$ cat src/tmroc_pkg.sv
// Purpose: shared constants for the 16-bit timer output compare block
// Assumes: byte-wide register port, one aligned address per byte register
// Notes:   offsets are byte indices on the plain register port
package tmroc_pkg;
    localparam int          TMROC_NCH          = 3;
    localparam logic [7:0]  TMROC_ADDR_CNT_L   = 8'h00;
    localparam logic [7:0]  TMROC_ADDR_CNT_H   = 8'h01;
    localparam logic [7:0]  TMROC_ADDR_CAP_L   = 8'h02;
    localparam logic [7:0]  TMROC_ADDR_CAP_H   = 8'h03;
    localparam logic [7:0]  TMROC_ADDR_CMP_L0  = 8'h04;
    localparam logic [7:0]  TMROC_ADDR_CMP_H0  = 8'h05;
    localparam logic [7:0]  TMROC_ADDR_CTRL_A  = 8'h0A;
    localparam logic [7:0]  TMROC_ADDR_CTRL_B  = 8'h0B;
    localparam logic [7:0]  TMROC_ADDR_FORCE   = 8'h0C;
    localparam logic [7:0]  TMROC_ADDR_IRQ_EN  = 8'h0D;
    localparam logic [7:0]  TMROC_ADDR_FLAGS   = 8'h0E;
    localparam logic [7:0]  TMROC_ADDR_INT_ACK = 8'h0F;
    localparam int          TMROC_FLAG_OVF_BIT = 3;
    localparam logic [3:0]  TMROC_WGM_NORMAL   = 4'h0;
    localparam logic [3:0]  TMROC_WGM_CTC_CMP  = 4'h4;
    localparam logic [3:0]  TMROC_WGM_CTC_CAP  = 4'hC;
    localparam logic [15:0] TMROC_MAX          = 16'hFFFF;
    localparam logic [15:0] TMROC_FLOOR        = 16'h0000;
    localparam logic [7:0]  TMROC_RST_BYTE     = 8'h00;
    localparam logic [1:0]  TMROC_COM_OFF      = 2'h0;
    localparam logic [1:0]  TMROC_COM_TOGGLE   = 2'h1;
    localparam logic [1:0]  TMROC_COM_CLEAR    = 2'h2;
    localparam logic [1:0]  TMROC_COM_SET      = 2'h3;
endpackage : tmroc_pkg
$ cat src/tmroc_channel.sv
// Purpose: one compare channel: compare value, buffer, match and waveform output
// Assumes: byte writes arrive already merged with the staging byte
// Notes:   pwm waveforms are out of scope; in pwm modes the output holds
`timescale 1ns/1ps
module tmroc_channel
    import tmroc_pkg::*;
(
    // clock and reset
    input  wire logic        clk,
    input  wire logic        reset_n,
    // control
    input  wire logic        tick,
    input  wire logic        pwm_mode,
    input  wire logic        at_reload,
    input  wire logic        block_match,
    input  wire logic [1:0]  out_mode,
    input  wire logic        force_strobe,
    // cpu write of a full 16-bit value
    input  wire logic        value_wr,
    input  wire logic [15:0] value_wdata,
    // counter
    input  wire logic [15:0] count,
    // results
    output logic [15:0] value,
    output logic        match_raw,
    output logic        match_evt,
    output logic        wave
);
    typedef struct packed {
        logic [15:0] active;
        logic [15:0] buffer;
        logic        wave;
    } tmroc_ch_s;

    tmroc_ch_s st_r;
    tmroc_ch_s st_nxt;
    logic      act;

    assign match_raw = (count == st_r.active);
    assign match_evt = tick && match_raw && !block_match;
    assign value     = pwm_mode ? st_r.buffer : st_r.active;
    assign wave      = st_r.wave;

    always_comb
    begin
        st_nxt = st_r;
        act    = match_evt || (force_strobe && !pwm_mode);
        // only the cpu path writes the compare value
        if (value_wr)
        begin
            if (pwm_mode)
                st_nxt.buffer = value_wdata;
            else
                st_nxt.active = value_wdata;
        end
        if (pwm_mode && tick && at_reload && !(value_wr))
            st_nxt.active = st_r.buffer;
        // mode field read live, so it acts on the very next match
        if (act && !pwm_mode)
        begin
            case (out_mode)
                TMROC_COM_OFF:    st_nxt.wave = st_r.wave;
                TMROC_COM_TOGGLE: st_nxt.wave = ~st_r.wave;
                TMROC_COM_CLEAR:  st_nxt.wave = 1'b0;
                TMROC_COM_SET:    st_nxt.wave = 1'b1;
                default:          st_nxt.wave = st_r.wave;
            endcase
        end
    end

    always_ff @(posedge clk or negedge reset_n)
    begin
        if (!reset_n)
            st_r <= '0;
        else
            st_r <= st_nxt;
    end

    property p_wave_hold_off;
        @(posedge clk) disable iff (!reset_n)
        (out_mode == TMROC_COM_OFF) |=> (wave == $past(wave));
    endproperty
    a_wave_hold_off: assert property (p_wave_hold_off) else $error("wave changed with mode off");

    property p_toggle;
        @(posedge clk) disable iff (!reset_n)
        (match_evt && !pwm_mode && out_mode == TMROC_COM_TOGGLE) |=> (wave != $past(wave));
    endproperty
    a_toggle: assert property (p_toggle) else $error("toggle missed");

    property p_set_clear;
        @(posedge clk) disable iff (!reset_n)
        (force_strobe && !pwm_mode && out_mode[1]) |=> (wave == $past(out_mode[0]));
    endproperty
    a_set_clear: assert property (p_set_clear) else $error("set or clear wrong");

    property p_direct_write;
        @(posedge clk) disable iff (!reset_n)
        (value_wr && !pwm_mode) |=> (value == $past(value_wdata));
    endproperty
    a_direct_write: assert property (p_direct_write) else $error("direct write lost");

    // watch the stored words, not the view, which switches with the mode field
    property p_value_stable;
        @(posedge clk) disable iff (!reset_n)
        (!value_wr && !pwm_mode) |=> ($stable(st_r.active) && $stable(st_r.buffer));
    endproperty
    a_value_stable: assert property (p_value_stable) else $error("value changed without write");
endmodule : tmroc_channel

$ cat src/tmroc_core.sv
// Purpose: 16-bit timer counter with output compare channels and pin override
// Assumes: tick is a one-cycle prescaled timer enable from the same clock
// Notes:   pwm counting is not built; pwm codes switch on buffering, hold the outputs and mask overflow
//
// Summary of operation
// compare counter with each channel, flag next tick
// interrupt while flag and enable; clear on ack/one
// channel A may set counter ceiling
// pwm modes buffer compare; update at ceiling (code updates at ceiling or at floor)
// cpu reaches buffer or active compare register
// only cpu changes compare; high byte reads direct
// high byte staged, low write loads all
// force strobe acts like match, no flag
// counter write blocks matches next tick
// software avoids writing counter onto ceiling
// software sets output before pin direction
// waveform output resets low, survives mode change
// output mode unbuffered, acts on next match
// nonzero output mode overrides port value
// output mode zero leaves waveform unchanged
// output mode selects set, clear, toggle
// counting depends on generation mode only
// normal mode counts up, wraps at max
// normal mode overflow flag set at zero
// clear-on-match clears at channel A or capture
// output mode one toggles on match
// clear-on-match overflow set at max wrap
// output modes two, three clear and set
// counting and matching only on tick
//
// Our own choices: the address map and the strobed register port.
`timescale 1ns/1ps
module tmroc_core
    import tmroc_pkg::*;
#(
    parameter int NCH = TMROC_NCH
)
(
    // clock and reset
    input  wire logic           clk,
    input  wire logic           reset_n,
    // prescaled timer enable
    input  wire logic           tick,
    // register port
    input  wire logic [7:0]     reg_addr,
    input  wire logic [7:0]     reg_wdata,
    input  wire logic           reg_wr,
    input  wire logic           reg_rd,
    output logic      [7:0]     reg_rdata,
    // interrupt handshake with the cpu core
    output logic      [NCH:0]   irq_req,
    input  wire logic [NCH:0]   irq_ack,
    // port pins
    input  wire logic [NCH-1:0] port_value,
    input  wire logic [NCH-1:0] pin_direction_bit,
    output logic      [NCH-1:0] pin_out,
    output logic      [NCH-1:0] pin_oe
);
    typedef struct packed {
        logic [15:0]    counter_value;
        logic [15:0]    capture_register;
        logic [7:0]     staging;
        logic [3:0]     waveform_generation_mode;
        logic [5:0]     compare_output_mode;
        logic [NCH:0]   irq_enable;
        logic [NCH:0]   flags;
        logic           wr_block;
        logic [7:0]     rdata;
    } tmroc_core_s;

    tmroc_core_s       st_r;
    tmroc_core_s       st_nxt;
    logic              pwm_mode;
    logic              ctc_mode;
    logic              at_reload;
    logic              cnt_wr;
    logic              ovf_evt;
    logic [15:0]       ceiling;
    logic [15:0]       cnt_inc;
    logic [NCH-1:0]    force_vec;
    logic [NCH-1:0]    value_wr;
    logic [15:0]       value     [NCH];
    logic [NCH-1:0]    match_raw;
    logic [NCH-1:0]    match_evt;
    logic [NCH-1:0]    wave;
    logic [15:0]       wr_word;

    assign ctc_mode = (st_r.waveform_generation_mode == TMROC_WGM_CTC_CMP)
                   || (st_r.waveform_generation_mode == TMROC_WGM_CTC_CAP);
    assign pwm_mode = !ctc_mode && (st_r.waveform_generation_mode != TMROC_WGM_NORMAL);
    assign ceiling  = (st_r.waveform_generation_mode == TMROC_WGM_CTC_CAP)
                    ? st_r.capture_register : value[0];
    assign at_reload = (st_r.counter_value == ceiling) || (st_r.counter_value == TMROC_FLOOR);
    assign cnt_wr   = reg_wr && (reg_addr == TMROC_ADDR_CNT_L);
    assign cnt_inc  = st_r.counter_value + 16'h0001;
    assign wr_word  = {st_r.staging, reg_wdata};
    assign force_vec = (reg_wr && reg_addr == TMROC_ADDR_FORCE) ? reg_wdata[NCH-1:0] : '0;
    assign irq_req  = st_r.flags & st_r.irq_enable;
    assign reg_rdata = st_r.rdata;

    // mode field picks the next count and gates the overflow flag and, in pwm codes, the output actions
    assign ovf_evt = tick && (st_r.counter_value == TMROC_MAX) && !pwm_mode;

    genvar g;
    generate
        for (g = 0; g < NCH; g++)
        begin : g_ch
            assign value_wr[g] = reg_wr && (reg_addr == TMROC_ADDR_CMP_L0 + 8'(2 * g));
            // override the port only while the mode field is nonzero
            assign pin_out[g] = (st_r.compare_output_mode[2*g +: 2] != TMROC_COM_OFF)
                              ? wave[g] : port_value[g];
            assign pin_oe[g]  = pin_direction_bit[g];
            tmroc_channel u_ch
            (
                .clk          (clk),
                .reset_n      (reset_n),
                .tick         (tick),
                .pwm_mode     (pwm_mode),
                .at_reload    (at_reload),
                .block_match  (st_r.wr_block),
                .out_mode     (st_r.compare_output_mode[2*g +: 2]),
                .force_strobe (force_vec[g]),
                .value_wr     (value_wr[g]),
                .value_wdata  (wr_word),
                .count        (st_r.counter_value),
                .value        (value[g]),
                .match_raw    (match_raw[g]),
                .match_evt    (match_evt[g]),
                .wave         (wave[g])
            );
        end
    endgenerate

    always_comb
    begin
        st_nxt = st_r;
        // block stays armed until a tick consumes it, so a stopped timer keeps it
        if (tick)
            st_nxt.wr_block = 1'b0;
        if (cnt_wr)
            st_nxt.wr_block = 1'b1;
        // counting
        if (tick)
        begin
            if (ctc_mode && (st_r.counter_value == ceiling) && !st_r.wr_block)
                st_nxt.counter_value = TMROC_FLOOR;
            else
                st_nxt.counter_value = cnt_inc;
        end
        // cpu register writes
        if (reg_wr)
        begin
            case (reg_addr)
                TMROC_ADDR_CNT_H,
                TMROC_ADDR_CAP_H:   st_nxt.staging = reg_wdata;
                TMROC_ADDR_CNT_L:   st_nxt.counter_value = wr_word;
                TMROC_ADDR_CAP_L:   st_nxt.capture_register = wr_word;
                TMROC_ADDR_CTRL_A:  st_nxt.compare_output_mode = reg_wdata[5:0];
                TMROC_ADDR_CTRL_B:  st_nxt.waveform_generation_mode = reg_wdata[3:0];
                TMROC_ADDR_IRQ_EN:  st_nxt.irq_enable = reg_wdata[NCH:0];
                default:
                begin
                    if (reg_addr[0] && reg_addr >= TMROC_ADDR_CMP_H0 && reg_addr < TMROC_ADDR_CTRL_A)
                        st_nxt.staging = reg_wdata;
                end
            endcase
        end
        // flags: clear by ack or write-one, then set wins
        st_nxt.flags = st_r.flags & ~irq_ack;
        if (reg_wr && reg_addr == TMROC_ADDR_FLAGS)
            st_nxt.flags = st_nxt.flags & ~reg_wdata[NCH:0];
        st_nxt.flags[NCH-1:0] = st_nxt.flags[NCH-1:0] | match_evt;
        if (ovf_evt)
            st_nxt.flags[TMROC_FLAG_OVF_BIT] = 1'b1;
        // read data one cycle after the strobe
        st_nxt.rdata = TMROC_RST_BYTE;
        if (reg_rd)
        begin
            case (reg_addr)
                TMROC_ADDR_CNT_L:   st_nxt.rdata = st_r.counter_value[7:0];
                TMROC_ADDR_CNT_H:   st_nxt.rdata = st_r.counter_value[15:8];
                TMROC_ADDR_CAP_L:   st_nxt.rdata = st_r.capture_register[7:0];
                TMROC_ADDR_CAP_H:   st_nxt.rdata = st_r.capture_register[15:8];
                TMROC_ADDR_CTRL_A:  st_nxt.rdata = {2'h0, st_r.compare_output_mode};
                TMROC_ADDR_CTRL_B:  st_nxt.rdata = {4'h0, st_r.waveform_generation_mode};
                TMROC_ADDR_IRQ_EN:  st_nxt.rdata = 8'({st_r.irq_enable});
                TMROC_ADDR_FLAGS:   st_nxt.rdata = 8'({st_r.flags});
                default:
                begin
                    for (int i = 0; i < NCH; i++)
                    begin
                        if (reg_addr == TMROC_ADDR_CMP_L0 + 8'(2 * i))
                            st_nxt.rdata = value[i][7:0];
                        if (reg_addr == TMROC_ADDR_CMP_H0 + 8'(2 * i))
                            st_nxt.rdata = value[i][15:8];
                    end
                end
            endcase
        end
    end

    always_ff @(posedge clk or negedge reset_n)
    begin
        if (!reset_n)
            st_r <= '0;
        else
            st_r <= st_nxt;
    end

    property p_flag_on_match;
        @(posedge clk) disable iff (!reset_n)
        (match_evt[0]) |=> st_r.flags[0];
    endproperty
    a_flag_on_match: assert property (p_flag_on_match) else $error("match flag not set");

    // a blocked tick with no force must leave every waveform output alone
    property p_blocked;
        @(posedge clk) disable iff (!reset_n)
        (st_r.wr_block && tick && (force_vec == '0)) |=> (wave == $past(wave));
    endproperty
    a_blocked: assert property (p_blocked) else $error("match after counter write");

    property p_no_tick_hold;
        @(posedge clk) disable iff (!reset_n)
        (!tick && !cnt_wr) |=> $stable(st_r.counter_value);
    endproperty
    a_no_tick_hold: assert property (p_no_tick_hold) else $error("counter moved without tick");

    property p_normal_wrap;
        @(posedge clk) disable iff (!reset_n)
        (tick && !cnt_wr && st_r.waveform_generation_mode == TMROC_WGM_NORMAL && st_r.counter_value == TMROC_MAX)
        |=> (st_r.counter_value == TMROC_FLOOR) && st_r.flags[TMROC_FLAG_OVF_BIT];
    endproperty
    a_normal_wrap: assert property (p_normal_wrap) else $error("wrap or overflow wrong");

    property p_ctc_clear;
        @(posedge clk) disable iff (!reset_n)
        (tick && !cnt_wr && ctc_mode && !st_r.wr_block && st_r.counter_value == ceiling)
        |=> (st_r.counter_value == TMROC_FLOOR);
    endproperty
    a_ctc_clear: assert property (p_ctc_clear) else $error("clear-on-match missed");

    property p_irq;
        @(posedge clk) disable iff (!reset_n)
        (st_r.flags[0] && st_r.irq_enable[0]) |-> irq_req[0];
    endproperty
    a_irq: assert property (p_irq) else $error("interrupt not requested");

    property p_override;
        @(posedge clk) disable iff (!reset_n)
        (st_r.compare_output_mode[1:0] == TMROC_COM_OFF) |-> (pin_out[0] == port_value[0]);
    endproperty
    a_override: assert property (p_override) else $error("port override wrong");

    property p_force_noflag;
        @(posedge clk) disable iff (!reset_n)
        (force_vec[0] && !match_evt[0] && !st_r.flags[0]) |=> !st_r.flags[0];
    endproperty
    a_force_noflag: assert property (p_force_noflag) else $error("force set the flag");
endmodule : tmroc_core

$ cat config.mk
export PLATFORM = sky130hd
export DESIGN_NAME = tmroc_core
export DESIGN_NICKNAME = d
export VERILOG_FILES = /design/src/tmroc_pkg.sv /design/src/tmroc_channel.sv /design/src/tmroc_core.sv
export SDC_FILE = /design/constraint.sdc
export NUM_CORES = 1
export LEC_CHECK = 0
export ABC_AREA = 1
export BUFFER_PORTS_ARGS = -buffer_cell sky130_fd_sc_hd__clkbuf_2
export CAP_MARGIN = 20
export CORE_ASPECT_RATIO = 0.8
export CORE_MARGIN = 2
export CORE_UTILIZATION = 41
export CTS_CLUSTER_SIZE = 10
export DETAILED_ROUTE_END_ITERATION = 6
export SETUP_SLACK_MARGIN = 0.05
export SYNTH_ARGS = -nofsm -noshare
export SYNTH_HDL_FRONTEND = slang
export SYNTH_HIERARCHICAL = 1
export SYNTH_SLANG_ARGS = --single-unit
export TNS_END_PERCENT = 1
$ cat constraint.sdc
create_clock -name clk -period 8.56 [get_ports clk]
set_clock_uncertainty 0.2 [all_clocks]
set_input_delay 1.712 -clock clk [delete_from_list [all_inputs] [get_ports clk]]
set_output_delay 1.712 -clock clk [all_outputs]
set_load 0.1 [all_outputs]
# --- Yosys cells after proc, flatten, opt, wreduce, memory -nomap -nowiden ---
# Index checks and enable logic that the tools add are counted.
classes:
  magnitude_cmp: 2
  n_eq_ne: 33
  multipliers: 0
  bitwise: 13
  mux: 43
  add_sub_neg: 1
  n_reduce_logical: 71
  div_mod_pow: 0
  shift: 0
ops:
  columns: ["op", "count"]
  rows:
  - ["$mux W16", 15]
  - ["$mux W32", 3]
  - ["$eq A16 B16 Y1", 4]
  - ["$mux W8", 8]
  - ["$pmux W8 S8", 1]
  - ["$eq A8 B4 Y1 const B", 7]
  - ["$mux W54", 1]
  - ["$eq A8 B3 Y1 const B", 4]
  - ["$logic_and A1 B1 Y1", 30]
  - ["$reduce_and A2 Y1", 13]
  - ["$add A16 B1 Y16 const B", 1]
  - ["$eq A16 B16 Y1 const B", 1]
  - ["$eq A8 B2 Y1 const B", 2]
  - ["$logic_not A16 Y1", 1]
  - ["$pmux W8 S2", 1]
  - ["$reduce_bool A2 Y1", 8]
  - ["$and A4 B4 Y4", 3]
  - ["$eq A2 B2 Y1 const B", 6]
  - ["$mux W4", 3]
  - ["$pmux W1 S3", 3]
  - ["$eq A8 B1 Y1 const B", 1]
  - ["$ge A8 B3 Y1 const B", 1]
  - ["$logic_not A8 Y1", 1]
  - ["$lt A8 B4 Y1 const B", 1]
  - ["other kinds (18)", 44]
word_totals:
  register_bits: 166
  mem_bits_rw: 0
  memories: 0
  latch_bits: 0
  wordCells: 181
  mem_bits_ro: 0
  in_bits: 31

# --- Logic depth before layout (Yosys ltp) ---
depth:
  word_depth: 13
  mapped_depth: 24

# --- Hierarchy ---
# Netlist, hierarchy kept.
by_module_without_submodules:
  columns: ["module", "seq_area_each_um2", "cells_per_inst", "n_inst", "area_each_um2"]
  rows:
  - ["tmroc_channel", 825.8, 267, 3, 1879.3]
  - ["tmroc_core", 1676.6, 710, 1, 4609.4]

# --- Least setup slack after synthesis ---
# Ideal clock, no wire load.
synth_timing:
  path_kind: "input to output"
  startpoint: "input port port_value[0]"
  endpoint: "output port pin_out[0]"
  arrival_time_ns: 2.184
  path_buffers: 0
  path_stages: 1
  path_slack_ns: 4.464
  t_required_ns: 6.648
  path_cell_list: "mux2_2"
synth_between:
  elab_chain_cells: 1
synth_lines:
  columns: ["element", "line_no", "rtl"]
  rows:
  - ["start: declaration", "tmroc_core.sv:54", "input wire logic [NCH-1:0] port_value,"]
  - ["$mux W1", "tmroc_core.sv:111", "? wave[g] : port_value[g];"]
  - ["end: declaration", "tmroc_core.sv:56", "output logic [NCH-1:0] pin_out,"]
# Every way passes these cells.

# --- Worst setup path in the final report ---
layout_timing:
  startpoint: "input port port_value[1]"
  endpoint: "output port pin_out[1]"
# Same word-level chain as after synthesis.

==> flow_metrics.env <==
export IMPL_dieArea_um2=26230
export IMPL_synth_net_count=1538
export IMPL_synth_area_per_cell_um2=6.794
export IMPL_gr_total_overflow=0
export IMPL_vdd_drop_max_v=0.0001538
export IMPL_hold_path_end="st_r[35]$_DFFE_PN0P_"
export IMPL_grt_most_used_layer="met1"
export IMPL_drv_slew=0
export IMPL_setup_tns_ns=0
export IMPL_r2r_cells=17
export IMPL_gp_congestion=1.047
export IMPL_postSynthCellCount=1505
export IMPL_num_vias=9915
export IMPL_hpwl_um=25400
export IMPL_clkTransAtPathRegs_ns=0.07
export IMPL_route_detailed_drc=0
export IMPL_dp_slack_ns=4.141
export IMPL_status="finished clean"
export IMPL_maxSlewHeadroom=0.3604
export IMPL_maxCapViolations=0
export IMPL_fin_nets=1546
export IMPL_r2r_start="st_r[24]$_DFFE_PN0P_"
export IMPL_use_met3=0.05371
export IMPL_yosys_warnings=6
export IMPL_dieWidth_um=180.6
export IMPL_wirelength_um=36020
export IMPL_grt_pass1_wl_um=54700
export IMPL_gr_usage_met2=0.4063
export IMPL_firstDrtPassIters=6
export IMPL_drive_gt1_frac=0.09764
export IMPL_clock_root_buffer="clkbuf_16"
export IMPL_syn_to_final_growth_pct=9.471
export IMPL_endpoint_kind="output pin"
export IMPL_io_pins=49
export IMPL_start_kind="primary input"
export IMPL_crit_fanout=1
export IMPL_ant_nets=0
export IMPL_grt_total_usage=0.2783
export IMPL_hold_viol_final=0
export IMPL_cts_sinks=166
export IMPL_gr_usage_met1=0.4142
export IMPL_wl_per_cell_um=19.52
export IMPL_cts_buffers_inserted=17
export IMPL_p_per_area_nw_per_um2=204.1
export IMPL_worst_pin_slew_ns=0.9570
export IMPL_netlist_area_um2=10220
export IMPL_holdCritStartpoint="st_r[35]$_DFFE_PN0P_"
export IMPL_portBuffers=42
export IMPL_p_leak_nw=5.826
export IMPL_hold_path_depth=2
export IMPL_die_height_um=145.2
export IMPL_fin_crit_sh=0.5052
export IMPL_post_route_util=0.4580
export IMPL_r2r_end="g_ch[1].u_ch/st_r[26]$_DFFE_PN0P_"
export IMPL_core_region_area_um2=24440
export IMPL_layout_min_cycle_time_ns=4.324
export IMPL_required_ns=6.65
export IMPL_finalSetupViolations=0
export IMPL_clockBufferDepth=2
export IMPL_start_util=0.4184
export IMPL_r2r_setup_slack_ns=4.27
export IMPL_worst_slack_ns=4.236
export IMPL_worstPathArrival_ns=2.41
export IMPL_clk_insertion_delay_late_ns=0.45
export IMPL_grt_max_degree=73
export IMPL_crit_type="primary input to output pin"
export IMPL_num_rows=51
export IMPL_min_path_type="register to register"
export IMPL_drt_iter0_markers=999
export IMPL_first_global_vias=8970
export IMPL_cts_setup_buffers=0
export IMPL_antenna_found_initial=0
export IMPL_timing_fmax_mhz=231.2
export IMPL_rsz0062_at_grt="false"
export IMPL_via_per_inst=5.374
export IMPL_ctsResizeCount=0
export IMPL_power_total_w=0.002284
export IMPL_htree_levels=4
export IMPL_cts_tree="built"
export IMPL_holdBufCountCts=0
## per-stage QoR
step	hold slack, ns	instances	cell area [µm²]
3_3_place_gp	0.2751	1812	10580
6_report	0.3048	1845	11190
5_1_grt	0.3282	1844	11190
2_1_floorplan	0.2530	1505	10220
3_5_place_dp	0.2963	1812	10580
4_1_cts	0.3147	1844	11190
## routing by layer
metal,share of wire,wire [µm]
met5,0,0
met4,0.027,964
met3,0.096,3446
met2,0.43,15360
met1,0.45,16240
## flip-flops by register name (all words and copies together) (netlist names)
name,cells
g_ch.u_ch/st_r,96
st_r,59
reg_rdata,8
g_ch.u_ch/wave,3
## where the power goes
group / total [W] / switching, W / internal (W)
clock: 0.000829 / 0.000362 / 0.000467
combinational: 0.000478 / 0.000329 / 0.000149
sequential: 0.000977 / 0.000143 / 0.000834
total: 0.00228 / 0.000834 / 0.00145
## worst max-delay path: stages
cell and delay (ns):
clkbuf_2 0.08, mux2_2 0.26, clkbuf_2 0.37
## area by class of cell
class / count / area [µm²]
fill: 2493 / 13250
multi-input combinational: 1032 / 4835
sequential: 166 / 4154
inverter: 249 / 934.6
clock buffer: 17 / 425.4
tap: 318 / 397.9
timing repair buffer: 47 / 254.0
clock inverter: 15 / 190.2
antenna: 1 / 2.502
## worst max-delay path by stage
stage | start | endpoint | slack [ns] | cells after the start
floorplan | port_value[0] | pin_out[0] | 4.46 | 1
global placement | reg_addr[2] | g_ch[2].u_ch/st_r[8]$_DFFE_PN0P_ | 4.19 | 10
detailed placement | reg_addr[2] | g_ch[2].u_ch/st_r[8]$_DFFE_PN0P_ | 4.14 | 10
CTS | port_value[1] | pin_out[1] | 4.24 | 3
global route | st_r[24]$_DFFE_PN0P_ | g_ch[1].u_ch/st_r[26]$_DFFE_PN0P_ | 3.99 | 19
finish | port_value[1] | pin_out[1] | 4.24 | 3
## placed cells by master (no fill, tap or decap), drive strengths merged, types with 8 or more instances in the layout
cell type and instances:
nor2 105, mux2 11, o21ai 138, a21oi 46, o22ai 12, nand3 88, nor3 8, o221ai 42
nand4 11, nand2 542, clkbuf 58, dfrtp 166, inv 256
Note: power is estimated with default switching activity, not from simulation.
